File: src/tcsl_defs.vh
// How it works
// [RQ1] terminate is asserted only after arm was established earlier in the sequence.
// [RQ2] arm asserts when tones a and c are both present; the code arms from idle only while tone b is absent.
// [RQ3] after arm, losing tone c keeps arm while tone a persists.
// [RQ4] armed with a and c, removing c and applying b asserts terminate.
// [RQ5] the ground source may overlap tones a, b and c briefly.
// [RQ6] b and c overlap drops or blocks neither arm nor terminate.
// [RQ7] terminate stays on continuously while tones a and b are present.
// [RQ8] a and c, then c off with arm held, then b on gives terminate.
// [RQ9] check-channel tone presence drives a dedicated telemetry output.
// [RQ10] check-channel tone has no effect on any command output.
// [RQ11] check channel comes from tone d when tone d is configured.
// [RQ12] command outputs assert 4 ms to 25 ms after a valid tone appears.
// [RQ13] after first reception, outputs appear within the same response time.
// [RQ14] no command output when a tone of the sequence is dropped or missing.
// [RQ15] any other tone combination produces no command output; the code drives optional_cmd when b and c are present without a.
// [RQ16] physical channel to logical tone mapping is a parameter.
// [RQ17] inputs are synchronised; reset clears arm and terminate.
`ifndef TCSL_DEFS_VH
`define TCSL_DEFS_VH
`define TCSL_CLK_MHZ 250
`define TCSL_RESP_MIN_US 4000
`define TCSL_RESP_MAX_US 25000
// qualification time: a bit above the least time, well under the longest
`define TCSL_QUAL_US 5000
`define TCSL_QUAL_CYCLES (`TCSL_QUAL_US * `TCSL_CLK_MHZ)
`define TCSL_ST_IDLE 2'h0
`define TCSL_ST_ARM 2'h1
`define TCSL_ST_TERM 2'h2
`define TCSL_NUM_CH 8
`define TCSL_CH_A 1
`define TCSL_CH_B 2
`define TCSL_CH_C 5
`define TCSL_CH_D 4
`define TCSL_D_EN 1'h1
`endif

File: src/tcsl_sync.v
`timescale 1ns/1ns
// two-stage synchroniser per tone channel
module tcsl_sync #(
   parameter WIDTH = 8
) (
   input wire clk,
   input wire arst_n,
   input wire [WIDTH-1:0] d,
   output reg [WIDTH-1:0] q
);
   reg [WIDTH-1:0] meta;
   // first stage feeds only the second stage
   always @(posedge clk or negedge arst_n) begin
      if (!arst_n) begin
         meta <= {WIDTH{1'b0}};
         q <= {WIDTH{1'b0}};
      end else begin
         meta <= d; // RQ17
         q <= meta;
      end
   end
endmodule // tcsl_sync

File: src/tcsl_qual.v
`timescale 1ns/1ns
// presence qualifier: a tone counts only once steady for QUAL cycles
module tcsl_qual #(
   parameter WIDTH = 4,
   parameter QUAL = 1250000
) (
   input wire clk,
   input wire arst_n,
   input wire [WIDTH-1:0] raw,
   output reg [WIDTH-1:0] valid
);
   genvar i;
   generate
      for (i = 0; i < WIDTH; i = i + 1) begin : g_ch
         reg [21:0] cnt;
         // drop is immediate so a vanished tone never holds a command; rise waits
         always @(posedge clk or negedge arst_n) begin
            if (!arst_n) begin
               cnt <= 22'h0;
               valid[i] <= 1'b0;
            end else if (!raw[i]) begin
               cnt <= 22'h0;
               valid[i] <= 1'b0; // RQ14
            end else if (cnt >= QUAL[21:0] - 22'h1) begin
               valid[i] <= 1'b1; // RQ12
            end else begin
               cnt <= cnt + 22'h1;
            end
         end
      end
   endgenerate
endmodule // tcsl_qual

File: src/tcsl_top.v
`timescale 1ns/1ns
`include "tcsl_defs.vh"
// command sequence logic of the tone termination_receiver
module tcsl_top #(
   parameter NUM_CH = `TCSL_NUM_CH,
   parameter CH_A = `TCSL_CH_A,
   parameter CH_B = `TCSL_CH_B,
   parameter CH_C = `TCSL_CH_C,
   parameter CH_D = `TCSL_CH_D,
   parameter D_EN = `TCSL_D_EN,
   parameter QUAL = `TCSL_QUAL_CYCLES
) (
   input wire clk,
   input wire arst_n,
   input wire [NUM_CH-1:0] tone_present,
   output reg arm,
   output reg terminate,
   output reg monitor,
   output reg check_channel,
   output reg optional_cmd
);
   wire [NUM_CH-1:0] tone_sync;
   wire [3:0] tone_raw;
   wire [3:0] tone_ok;
   wire ta;
   wire tb;
   wire tc;
   wire td;
   reg [1:0] state;
   reg [1:0] next_state;

   tcsl_sync #(.WIDTH(NUM_CH)) u_sync (
      .clk(clk),
      .arst_n(arst_n),
      .d(tone_present),
      .q(tone_sync)
   );

   // logical tone selection from configured physical channels
   assign tone_raw = {(D_EN != 0) & tone_sync[CH_D], tone_sync[CH_C], tone_sync[CH_B], tone_sync[CH_A]}; // RQ16 RQ11

   tcsl_qual #(.WIDTH(4), .QUAL(QUAL)) u_qual (
      .clk(clk),
      .arst_n(arst_n),
      .raw(tone_raw),
      .valid(tone_ok)
   );

   assign ta = tone_ok[0];
   assign tb = tone_ok[1];
   assign tc = tone_ok[2];
   assign td = tone_ok[3];

   // sequence: tone d never enters this decode, so check channel is isolated
   always @* begin
      next_state = state;
      case (state)
         `TCSL_ST_IDLE: begin
            // b present first is not an arm; a and c alone arm
            if (ta && tc && !tb) next_state = `TCSL_ST_ARM; // RQ2 RQ15
         end
         `TCSL_ST_ARM: begin
            if (!ta) next_state = `TCSL_ST_IDLE; // RQ14
            else if (tb && !tc) next_state = `TCSL_ST_TERM; // RQ4 RQ8 RQ1
            else next_state = `TCSL_ST_ARM; // RQ3 RQ5 RQ6
         end
         `TCSL_ST_TERM: begin
            if (ta && tb) next_state = `TCSL_ST_TERM; // RQ7
            // b gone while a stays: fall back to armed so arm never blinks
            else if (ta) next_state = `TCSL_ST_ARM; // RQ3
            else next_state = `TCSL_ST_IDLE; // RQ14
         end
         default: next_state = `TCSL_ST_IDLE;
      endcase
   end

   // outputs registered; qualification delay plus three cycles sets response time
   always @(posedge clk or negedge arst_n) begin
      if (!arst_n) begin
         state <= `TCSL_ST_IDLE; // RQ17
         arm <= 1'b0;
         terminate <= 1'b0;
         monitor <= 1'b0;
         check_channel <= 1'b0;
         optional_cmd <= 1'b0;
      end else begin
         state <= next_state;
         arm <= (next_state == `TCSL_ST_ARM) || (next_state == `TCSL_ST_TERM); // RQ6 RQ13
         terminate <= (next_state == `TCSL_ST_TERM); // RQ1 RQ12
         monitor <= tc;
         check_channel <= td; // RQ9 RQ10
         optional_cmd <= tb && tc && !ta; // RQ15
      end
   end
endmodule // tcsl_top

File: config.mk
export PLATFORM = sky130hd
export DESIGN_NAME = tcsl_top
export DESIGN_NICKNAME = d
export VERILOG_FILES = /design/src/tcsl_sync.v /design/src/tcsl_qual.v /design/src/tcsl_top.v
export VERILOG_INCLUDE_DIRS = /design/src
export SDC_FILE = /design/constraint.sdc
export NUM_CORES = 1
export LEC_CHECK = 0
export BUFFER_PORTS_ARGS = -buffer_cell sky130_fd_sc_hd__buf_2
export CORE_ASPECT_RATIO = 0.6
export CORE_MARGIN = 10
export CORE_UTILIZATION = 55
export DETAILED_ROUTE_END_ITERATION = 12
export PLACE_DENSITY = 0.72
export SYNTH_ARGS = -nofsm -noshare
export SYNTH_HDL_FRONTEND = slang
export SYNTH_SLANG_ARGS = --single-unit
File: constraint.sdc
create_clock -name clk -period 2.8 [get_ports clk]
set_clock_uncertainty 0.2 [all_clocks]
set_input_delay 0.14 -clock clk [delete_from_list [all_inputs] [get_ports clk]]
set_output_delay 0.14 -clock clk [all_outputs]
set_load 0.005 [all_outputs]
==> PnR_summary.wiki, run 1 <==
{| class="wikitable"
! Metric !! Value
|-
| Run status || finished, final reports clean
|-
| Total wire length after detailed routing || 10200 um
|-
| Number of buffers inserted by post-CTS setup repair || 0
|-
| Sink Count || 107
|-
| Global-route wire length before repair || 17700 um
|-
| Cell type of the slowest stage on the worst timing path || sky130_fd_sc_hd__or4b_1
|-
| Startpoint type of the worst setup path || register
|-
| Cells after synthesis || 538
|-
| Width of the die || 149 um
|-
| Leakage power of the design || 2.93 nW
|-
| Die Footprint || 14500 um2
|-
| Share of layout cells above drive strength 1 || 0.0991
|-
| Utilization of the core after routing || 0.627
|-
| Number of distinct library cell variants in the gate-level netlist after synthesis || 56
|-
| Clock tree from TritonCTS || done
|-
| GRT Overall Usage || 0.147
|-
| Relative contribution of combinational cells to total power || 0.030
|-
| Top cell types by occurrence after synthesis || sky130_fd_sc_hd__dfrtp_1 (107), sky130_fd_sc_hd__and2_1 (58), sky130_fd_sc_hd__nand2_1 (43)
|-
| Number of synthesized flops with an enable pin || 0
|-
| Relative slew slack || 0.395
|-
| Count of warnings emitted by yosys || 0
|-
| Most used flip-flop cell after synthesis || sky130_fd_sc_hd__dfrtp_1
|-
| Maximum fanout along the worst path || 11
|-
| Post-detailed-route count of antenna-violating nets || 0
|-
| First-pass iteration count of the detailed router || 4
|-
| Root buf cell || sky130_fd_sc_hd__clkbuf_16
|-
| DRC || 0
|-
| Dominant cell type by area after synthesis || sky130_fd_sc_hd__dfrtp_1
|-
| Cts bufs inserted || 9
|-
| Post-DP HPWL || 6900 um
|-
| Average detailed-routed wire length per instance || 14.5 um
|-
| P_int || 2.41 mW
|-
| Final-layout worst hold slack || 0.0998 ns
|-
| Syn Area/Cell || 10.2 um2
|-
| Clock H-tree levels || 3
|-
| Top cell family by delay on the critical path || simple AND/OR/NAND/NOR gates
|-
| Summed instance area of the synthesized netlist || 5500 um2
|-
| Core Rows || 28
|-
| Max Cap Viol || 0
|-
| Count of fill cells added during filler insertion || 800
|-
| Part of the Yosys area used for sequential elements || 0.487
|-
| Fraction of power spent switching nets || 0.226
|-
| Pin count of the biggest net entering global routing || 49
|-
| Number of endpoints with negative hold slack in the final report || 0
|-
| Arrival time of the worst setup path || 2.66 ns
|-
| Initial antenna violation count || 0
|-
| Number of nets in the synthesized netlist || 553
|-
| Worst Setup End Kind || register
|-
| Register share of total power || 0.513
|-
| IO buf count || 10
|-
| Routability-driven placement congestion ratio || 0.814
|-
| Clk buf depth || 2
|-
| Data required, critical path || 2.85 ns
|-
| Flop and latch count out of synthesis || 107
|-
| Psw || 0.704 mW
|-
| Clock input transition at the sequential cells of the worst setup and hold paths || 0.08 ns
|-
| Initial DRC count || 411
|-
| Grt ovf || 0
|-
| Summed negative setup slack over all endpoints || 0 ns
|-
| Critical path's largest stage delay || 0.57 ns
|-
| Post-route fraction of the period consumed by the critical path || 0.932
|-
| Syn-to-layout area delta || 11.8%
|-
| Cells along the critical path || or4b_1 -> or4_4 -> a41o_1 -> nand4_1 -> xnor2_1 -> and2_1
|-
| Worst min path class || primary input to async pin
|-
| Highest clock frequency the design can meet || 383 MHz
|-
| R2r setup slk || 0.19 ns
|-
| Final setup violating endpoints || 0
|-
| Height of the chip || 97.5 um
|-
| Vias in the first global route || 3696
|-
| Area fraction of the dominant cell type after synthesis || 0.487
|-
| Power per standard cell area || 506 nW/um2
|-
| Actual transition at the worst max-transition pin || 0.908 ns
|-
| Number of primary I/O pins || 15
|-
| Worst-skew pair later-pin latency || 0.36 ns
|-
| Synth top area cells || sky130_fd_sc_hd__dfrtp_1 (49%), sky130_fd_sc_hd__and2_1 (6.6%), sky130_fd_sc_hd__xnor2_1 (5.3%)
|-
| Final Slew Violations || 0
|-
| Final-stage net count || 575
|-
| Reg-to-reg startpoint || u_qual.g_ch[1].cnt[13]$_DFFE_PN0P_
|-
| Drt via density || 5.59
|-
| Share of flip-flops with an asynchronous set or reset || 1.00
|-
| Buffer and inverter count on the worst path || 0
|-
| Core footprint || 9810 um2
|-
| Vias after detailed routing || 3910
|-
| Critical path origin || u_qual.g_ch[1].cnt[13]$_DFFE_PN0P_
|-
| Diode count || 0
|-
| RSZ-0062 raised after global routing || no
|-
| Setup Crit Path Kind || register to register
|-
| Clock share of power || 0.458
|-
| Initial cell density of the core || 0.561
|-
| Worst vdd ir || 0.345 mV
|-
| Most frequently used cell type in the post-synthesis netlist || sky130_fd_sc_hd__dfrtp_1
|-
| Post-layout minimum cycle time || 2.61 ns
|}
-- power by group through the flow --
stage,Combinational (mW),Clock (mW),Sequential (mW)
2_1_floorplan,0.0528,0,1.61
3_3_place_gp,0.0869,0,1.63
3_5_place_dp,0.0898,0,1.63
4_1_cts,0.0957,1.46,1.60
5_1_grt,0.108,1.52,1.60
6_report,0.0919,1.43,1.60
-- cells by family after synthesis --
family | after synthesis | share of synthesized area
adders and majority gates | 5 | 0.0114
DFF | 107 | 0.487
xor gates and xnor gates | 54 | 0.0860
muxes | 18 | 0.0328
and+or+nand+nor | 281 | 0.295
AOI/OAI and AO/OA | 47 | 0.0662
buffers and inverters | 26 | 0.0216
-- through the flow --
stage	power [mW]	setup slack, ns	cells	area [um2]
3_3_place_gp	1.71	0.190	679	5760
4_1_cts	3.15	0.174	700	6140
5_1_grt	3.23	0.0422	700	6150
3_5_place_dp	1.72	0.204	679	5760
6_report	3.11	0.189	700	6150
2_1_floorplan	1.66	0.295	538	5500
-- state kept, by name (all words and copies together) (netlist names) --
signal	cells
monitor	1
u_qual.g_ch.cnt	88
optional_cmd	1
u_sync.q	4
check_channel	1
u_qual.valid	4
state	2
arm	1
u_sync.meta	4
terminate	1
-- cell usage in the layout (no fill, tap or decap), types with 2 or more instances in the layout --
cell / instances
sky130_fd_sc_hd__buf_4: 16
sky130_fd_sc_hd__nor2_1: 16
sky130_fd_sc_hd__a31oi_2: 2
sky130_fd_sc_hd__nor4b_1: 2
sky130_fd_sc_hd__nand2_1: 43
sky130_fd_sc_hd__a211o_1: 5
sky130_fd_sc_hd__a21oi_1: 4
sky130_fd_sc_hd__nand2b_1: 20
sky130_fd_sc_hd__and2_1: 58
sky130_fd_sc_hd__nand3_1: 34
sky130_fd_sc_hd__nor2b_1: 6
sky130_fd_sc_hd__dlygate4sd3_1: 5
sky130_fd_sc_hd__bufinv_16: 2
sky130_fd_sc_hd__or3_1: 3
sky130_fd_sc_hd__ha_1: 5
sky130_fd_sc_hd__o21ai_0: 10
sky130_fd_sc_hd__inv_6: 2
sky130_fd_sc_hd__nand3_2: 5
sky130_fd_sc_hd__o21a_1: 5
sky130_fd_sc_hd__nor3b_1: 7
sky130_fd_sc_hd__nor4bb_1: 4
sky130_fd_sc_hd__a21boi_0: 5
sky130_fd_sc_hd__mux2i_1: 18
sky130_fd_sc_hd__dfrtp_1: 107
sky130_fd_sc_hd__and4_1: 5
sky130_fd_sc_hd__xor2_1: 21
sky130_fd_sc_hd__o31ai_1: 2
sky130_fd_sc_hd__inv_1: 6
sky130_fd_sc_hd__inv_8: 3
sky130_fd_sc_hd__clkbuf_16: 9
sky130_fd_sc_hd__nor3_1: 20
sky130_fd_sc_hd__xnor2_1: 33
sky130_fd_sc_hd__nand4_1: 27
sky130_fd_sc_hd__o311ai_0: 2
sky130_fd_sc_hd__and3_1: 17
sky130_fd_sc_hd__buf_2: 9
sky130_fd_sc_hd__nor4_1: 5
-- final cells by class --
class                   instances  area (um2)  share of cell area
multi-input cells             405        2710               0.440
flip-flops and latches        107        2680               0.435
repair buffers                 31         235              0.0383
clock buffers                   9         225              0.0366
well taps                     135         169              0.0275
clock inverters                 7         111              0.0181
inverters                       6        22.5             0.00366
-- metal layers --
layer | vias to the layer above | GRT usage | part of all wire
li1 | 1944 | - | -
met1 | 1883 | 0.213 | 0.53
met3 | 11 | 0.0442 | 0.041
met2 | 72 | 0.205 | 0.42
met5 | - | 0 | 0
met4 | 0 | 0.0458 | 0.012
-- timing repair --
item,4_1_cts,5_1_grt
resized for setup,0,1
endpoints found under the hold margin,42,0
hold buffers,5,0
endpoints found under the setup margin,0,1
-- final timing paths --
check | endpoint | depth (start not counted)
hold reg to reg | u_sync.q[5]$_DFF_PN0_ | 0
hold / removal | u_qual.g_ch[0].cnt[5]$_DFFE_PN0P_ | 2
setup reg to reg | u_qual.g_ch[1].cnt[17]$_DFFE_PN0P_ | 6
max in group asynchronous | u_qual.g_ch[3].cnt[14]$_DFFE_PN0P_ | 3
min in group clk | u_sync.q[5]$_DFF_PN0_ | 0
setup / recovery | u_qual.g_ch[1].cnt[17]$_DFFE_PN0P_ | 6
No activity file was read; power rests on OpenSTA's default activity.
==> run 2, diff against run 1 <==
clock period = 3.25 ns   (was 2.8 ns; I/O delays follow)
==> PnR_summary.wiki, run 2 (synthesis gave the netlist of run 1 again) <==
{| class="wikitable"
! Metric !! Value
|-
| Share of layout cells above drive strength 1 || 0.0811 (-0.0180)
|-
| DRC || 0 (unchanged)
|-
| Worst Setup End Kind || register
|-
| Number of primary I/O pins || 15 (unchanged)
|-
| Critical path's largest stage delay || 0.55 ns (-0.02 ns)
|-
| Utilization of the core after routing || 0.619 (-0.00791)
|-
| Highest clock frequency the design can meet || 363 MHz (-5.1%)
|-
| Number of instances resized during post-cts repair || 0 (unchanged)
|-
| Data required, critical path || 3.29 ns (+0.44 ns)
|-
| Root buf cell || sky130_fd_sc_hd__clkbuf_16
|-
| Diode count || 0 (unchanged)
|-
| Maximum fanout along the worst path || 7 (-4)
|-
| Clock H-tree levels || 3 (unchanged)
|-
| Vias in the first global route || 3845 (+4.0%)
|-
| Pin count of the biggest net entering global routing || 56 (+14%)
|-
| Flip-flop count of the largest register, all copies and words added || 88 (unchanged)
|-
| Vias after detailed routing || 3947 (+0.95%)
|-
| Drt via density || 5.72 (+2.4%)
|-
| Height of the chip || 97.5 um (unchanged)
|-
| Width of the die || 149 um (unchanged)
|-
| Initial DRC count || 259 (-37%)
|-
| Worst vdd ir || 0.333 mV (-3.5%)
|-
| Summed negative setup slack over all endpoints || 0 ns (unchanged)
|-
| Final Slew Violations || 0 (unchanged)
|-
| Initial cell density of the core || 0.561 (unchanged)
|-
| First-pass iteration count of the detailed router || 4 (unchanged)
|-
| Setup Crit Path Kind || register to register
|-
| Sink Count || 107 (unchanged)
|-
| Cts bufs inserted || 9 (unchanged)
|-
| Cells along the critical path || or4b_1 -> or4_4 -> a41oi_2 -> buf_4 -> nor4_1 -> xor2_1 -> and2_1
|-
| Max Cap Viol || 0 (unchanged)
|-
| GRT Overall Usage || 0.150 (+0.00271)
|-
| Cell type of the slowest stage on the worst timing path || sky130_fd_sc_hd__or4b_1
|-
| Post-DP HPWL || 7050 um (+2.2%)
|-
| Syn-to-layout area delta || 10.4%
|-
| Grt ovf || 0 (unchanged)
|-
| Global-route wire length before repair || 18200 um (+2.8%)
|-
| Startpoint type of the worst setup path || register
|-
| Arrival time of the worst setup path || 2.79 ns (+0.13 ns)
|-
| Die Footprint || 14500 um2 (unchanged)
|-
| Actual transition at the worst max-transition pin || 0.930 ns (+0.0221 ns)
|-
| Run status || finished, final reports clean
|-
| IO buf count || 10 (unchanged)
|-
| Core Rows || 28 (unchanged)
|-
| RSZ-0062 raised after global routing || no
|-
| Buffer and inverter count on the worst path || 1 (+1)
|-
| Core footprint || 9810 um2 (unchanged)
|-
| Reg with most FFs || u_qual.g_ch.cnt
|-
| Clock tree from TritonCTS || done
|-
| Number of endpoints with negative hold slack in the final report || 0 (unchanged)
|-
| Total wire length after detailed routing || 10500 um (+3.3%)
|-
| Clock input transition at the sequential cells of the worst setup and hold paths || 0.07 ns (about the same)
|-
| Post-route fraction of the period consumed by the critical path || 0.847 (-0.0856)
|-
| Worst min path class || register to register
|-
| Count of fill cells added during filler insertion || 833 (+4.1%)
|-
| Worst-skew pair later-pin latency || 0.35 ns (about the same)
|-
| Post-detailed-route count of antenna-violating nets || 0 (unchanged)
|-
| Final setup violating endpoints || 0 (unchanged)
|-
| Average detailed-routed wire length per instance || 15.2 um (+4.8%)
|-
| Clk buf depth || 2 (unchanged)
|-
| Routability-driven placement congestion ratio || 0.804 (-1.2%)
|-
| Initial antenna violation count || 0 (unchanged)
|-
| Top cell family by delay on the critical path || simple AND/OR/NAND/NOR gates
|-
| Final-stage net count || 566 (-1.6%)
|-
| Leading cell type in the layout, fill and taps excluded || sky130_fd_sc_hd__dfrtp_1
|-
| Post-layout minimum cycle time || 2.75 ns (+0.141 ns)
|-
| Power per standard cell area || 438 nW/um2 (-14%)
|-
| Leakage power of the design || 2.88 nW (-1.6%)
|-
| Commonest non-fill, non-tap cells in the layout || sky130_fd_sc_hd__dfrtp_1 (107), sky130_fd_sc_hd__and2_1 (58), sky130_fd_sc_hd__nand2_1 (43)
|-
| Relative slew slack || 0.380 (-0.0148)
|}
run 2: cell types whose count changed in the layout (fill, tap and decap cells not counted), sizes merged:
cell    change
clkbuf      +2
inv         -3
buf         -9
run 2: area by class of cell:
type | count | area (um2) | share of cell area
clock inverter | 4 | 80.1 | 0.0132
clock buffer | 11 | 253 | 0.0416
multi-input combinational | 405 | 2700 | 0.445
timing repair buffer | 22 | 168 | 0.0276
inverter | 6 | 22.5 | 0.00371
tap | 135 | 169 | 0.0278
sequential | 107 | 2680 | 0.441
run 2: routing by layer:
layer	wire length (um)	part of all wire	global-route usage	up-vias
met4	112	0.011	0.0458	0
met3	287	0.027	0.0395	10
met5	0	0	0	-
li1	-	-	-	1921
met2	4820	0.46	0.227	48
met1	5280	0.50	0.205	1968
run 2: final timing paths:
check	slack (ns)	endpoint	start	depth (start not counted)
max in group asynchronous	1.92	u_qual.g_ch[1].cnt[15]$_DFFE_PN0P_	arst_n	3
hold / removal	0.15	u_sync.q[2]$_DFF_PN0_	u_sync.meta[2]$_DFF_PN0_	0
hold reg to reg	0.15	u_sync.q[2]$_DFF_PN0_	u_sync.meta[2]$_DFF_PN0_	0
setup reg to reg	0.50	u_qual.g_ch[1].cnt[18]$_DFFE_PN0P_	u_qual.g_ch[1].cnt[13]$_DFFE_PN0P_	7
setup / recovery	0.50	u_qual.g_ch[1].cnt[18]$_DFFE_PN0P_	u_qual.g_ch[1].cnt[13]$_DFFE_PN0P_	7
min in group asynchronous	0.19	u_qual.g_ch[0].cnt[2]$_DFFE_PN0P_	arst_n	2
run 2: metrics by stage:
step / power, mW / instance area, um2 / hold WS (ns) / std cells / setup slack [ns]
6_report: 2.66 / 6070 / 0.149 / 690 / 0.498
3_5_place_dp: 1.48 / 5690 / 0.0526 / 670 / 0.545
3_3_place_gp: 1.47 / 5690 / 0.0478 / 670 / 0.555
5_1_grt: 2.76 / 6070 / 0.160 / 690 / 0.347
2_1_floorplan: 1.43 / 5500 / -0.333 / 538 / 0.745
4_1_cts: 2.70 / 6070 / 0.151 / 690 / 0.506
run 2: where the power goes:
group,internal [mW],leakage [nW],switching [mW]
clock network,0.721,0.164,0.482
logic,0.0312,1.25,0.0447
registers,1.35,1.47,0.0311
run 2: what timing repair did:
| item | 4_1_cts | 5_1_grt |
|---|---|---|
| setup buffers | 0 | 0 |
| hold endpoints to repair | 56 | 0 |
| hold buffers | 5 | 0 |
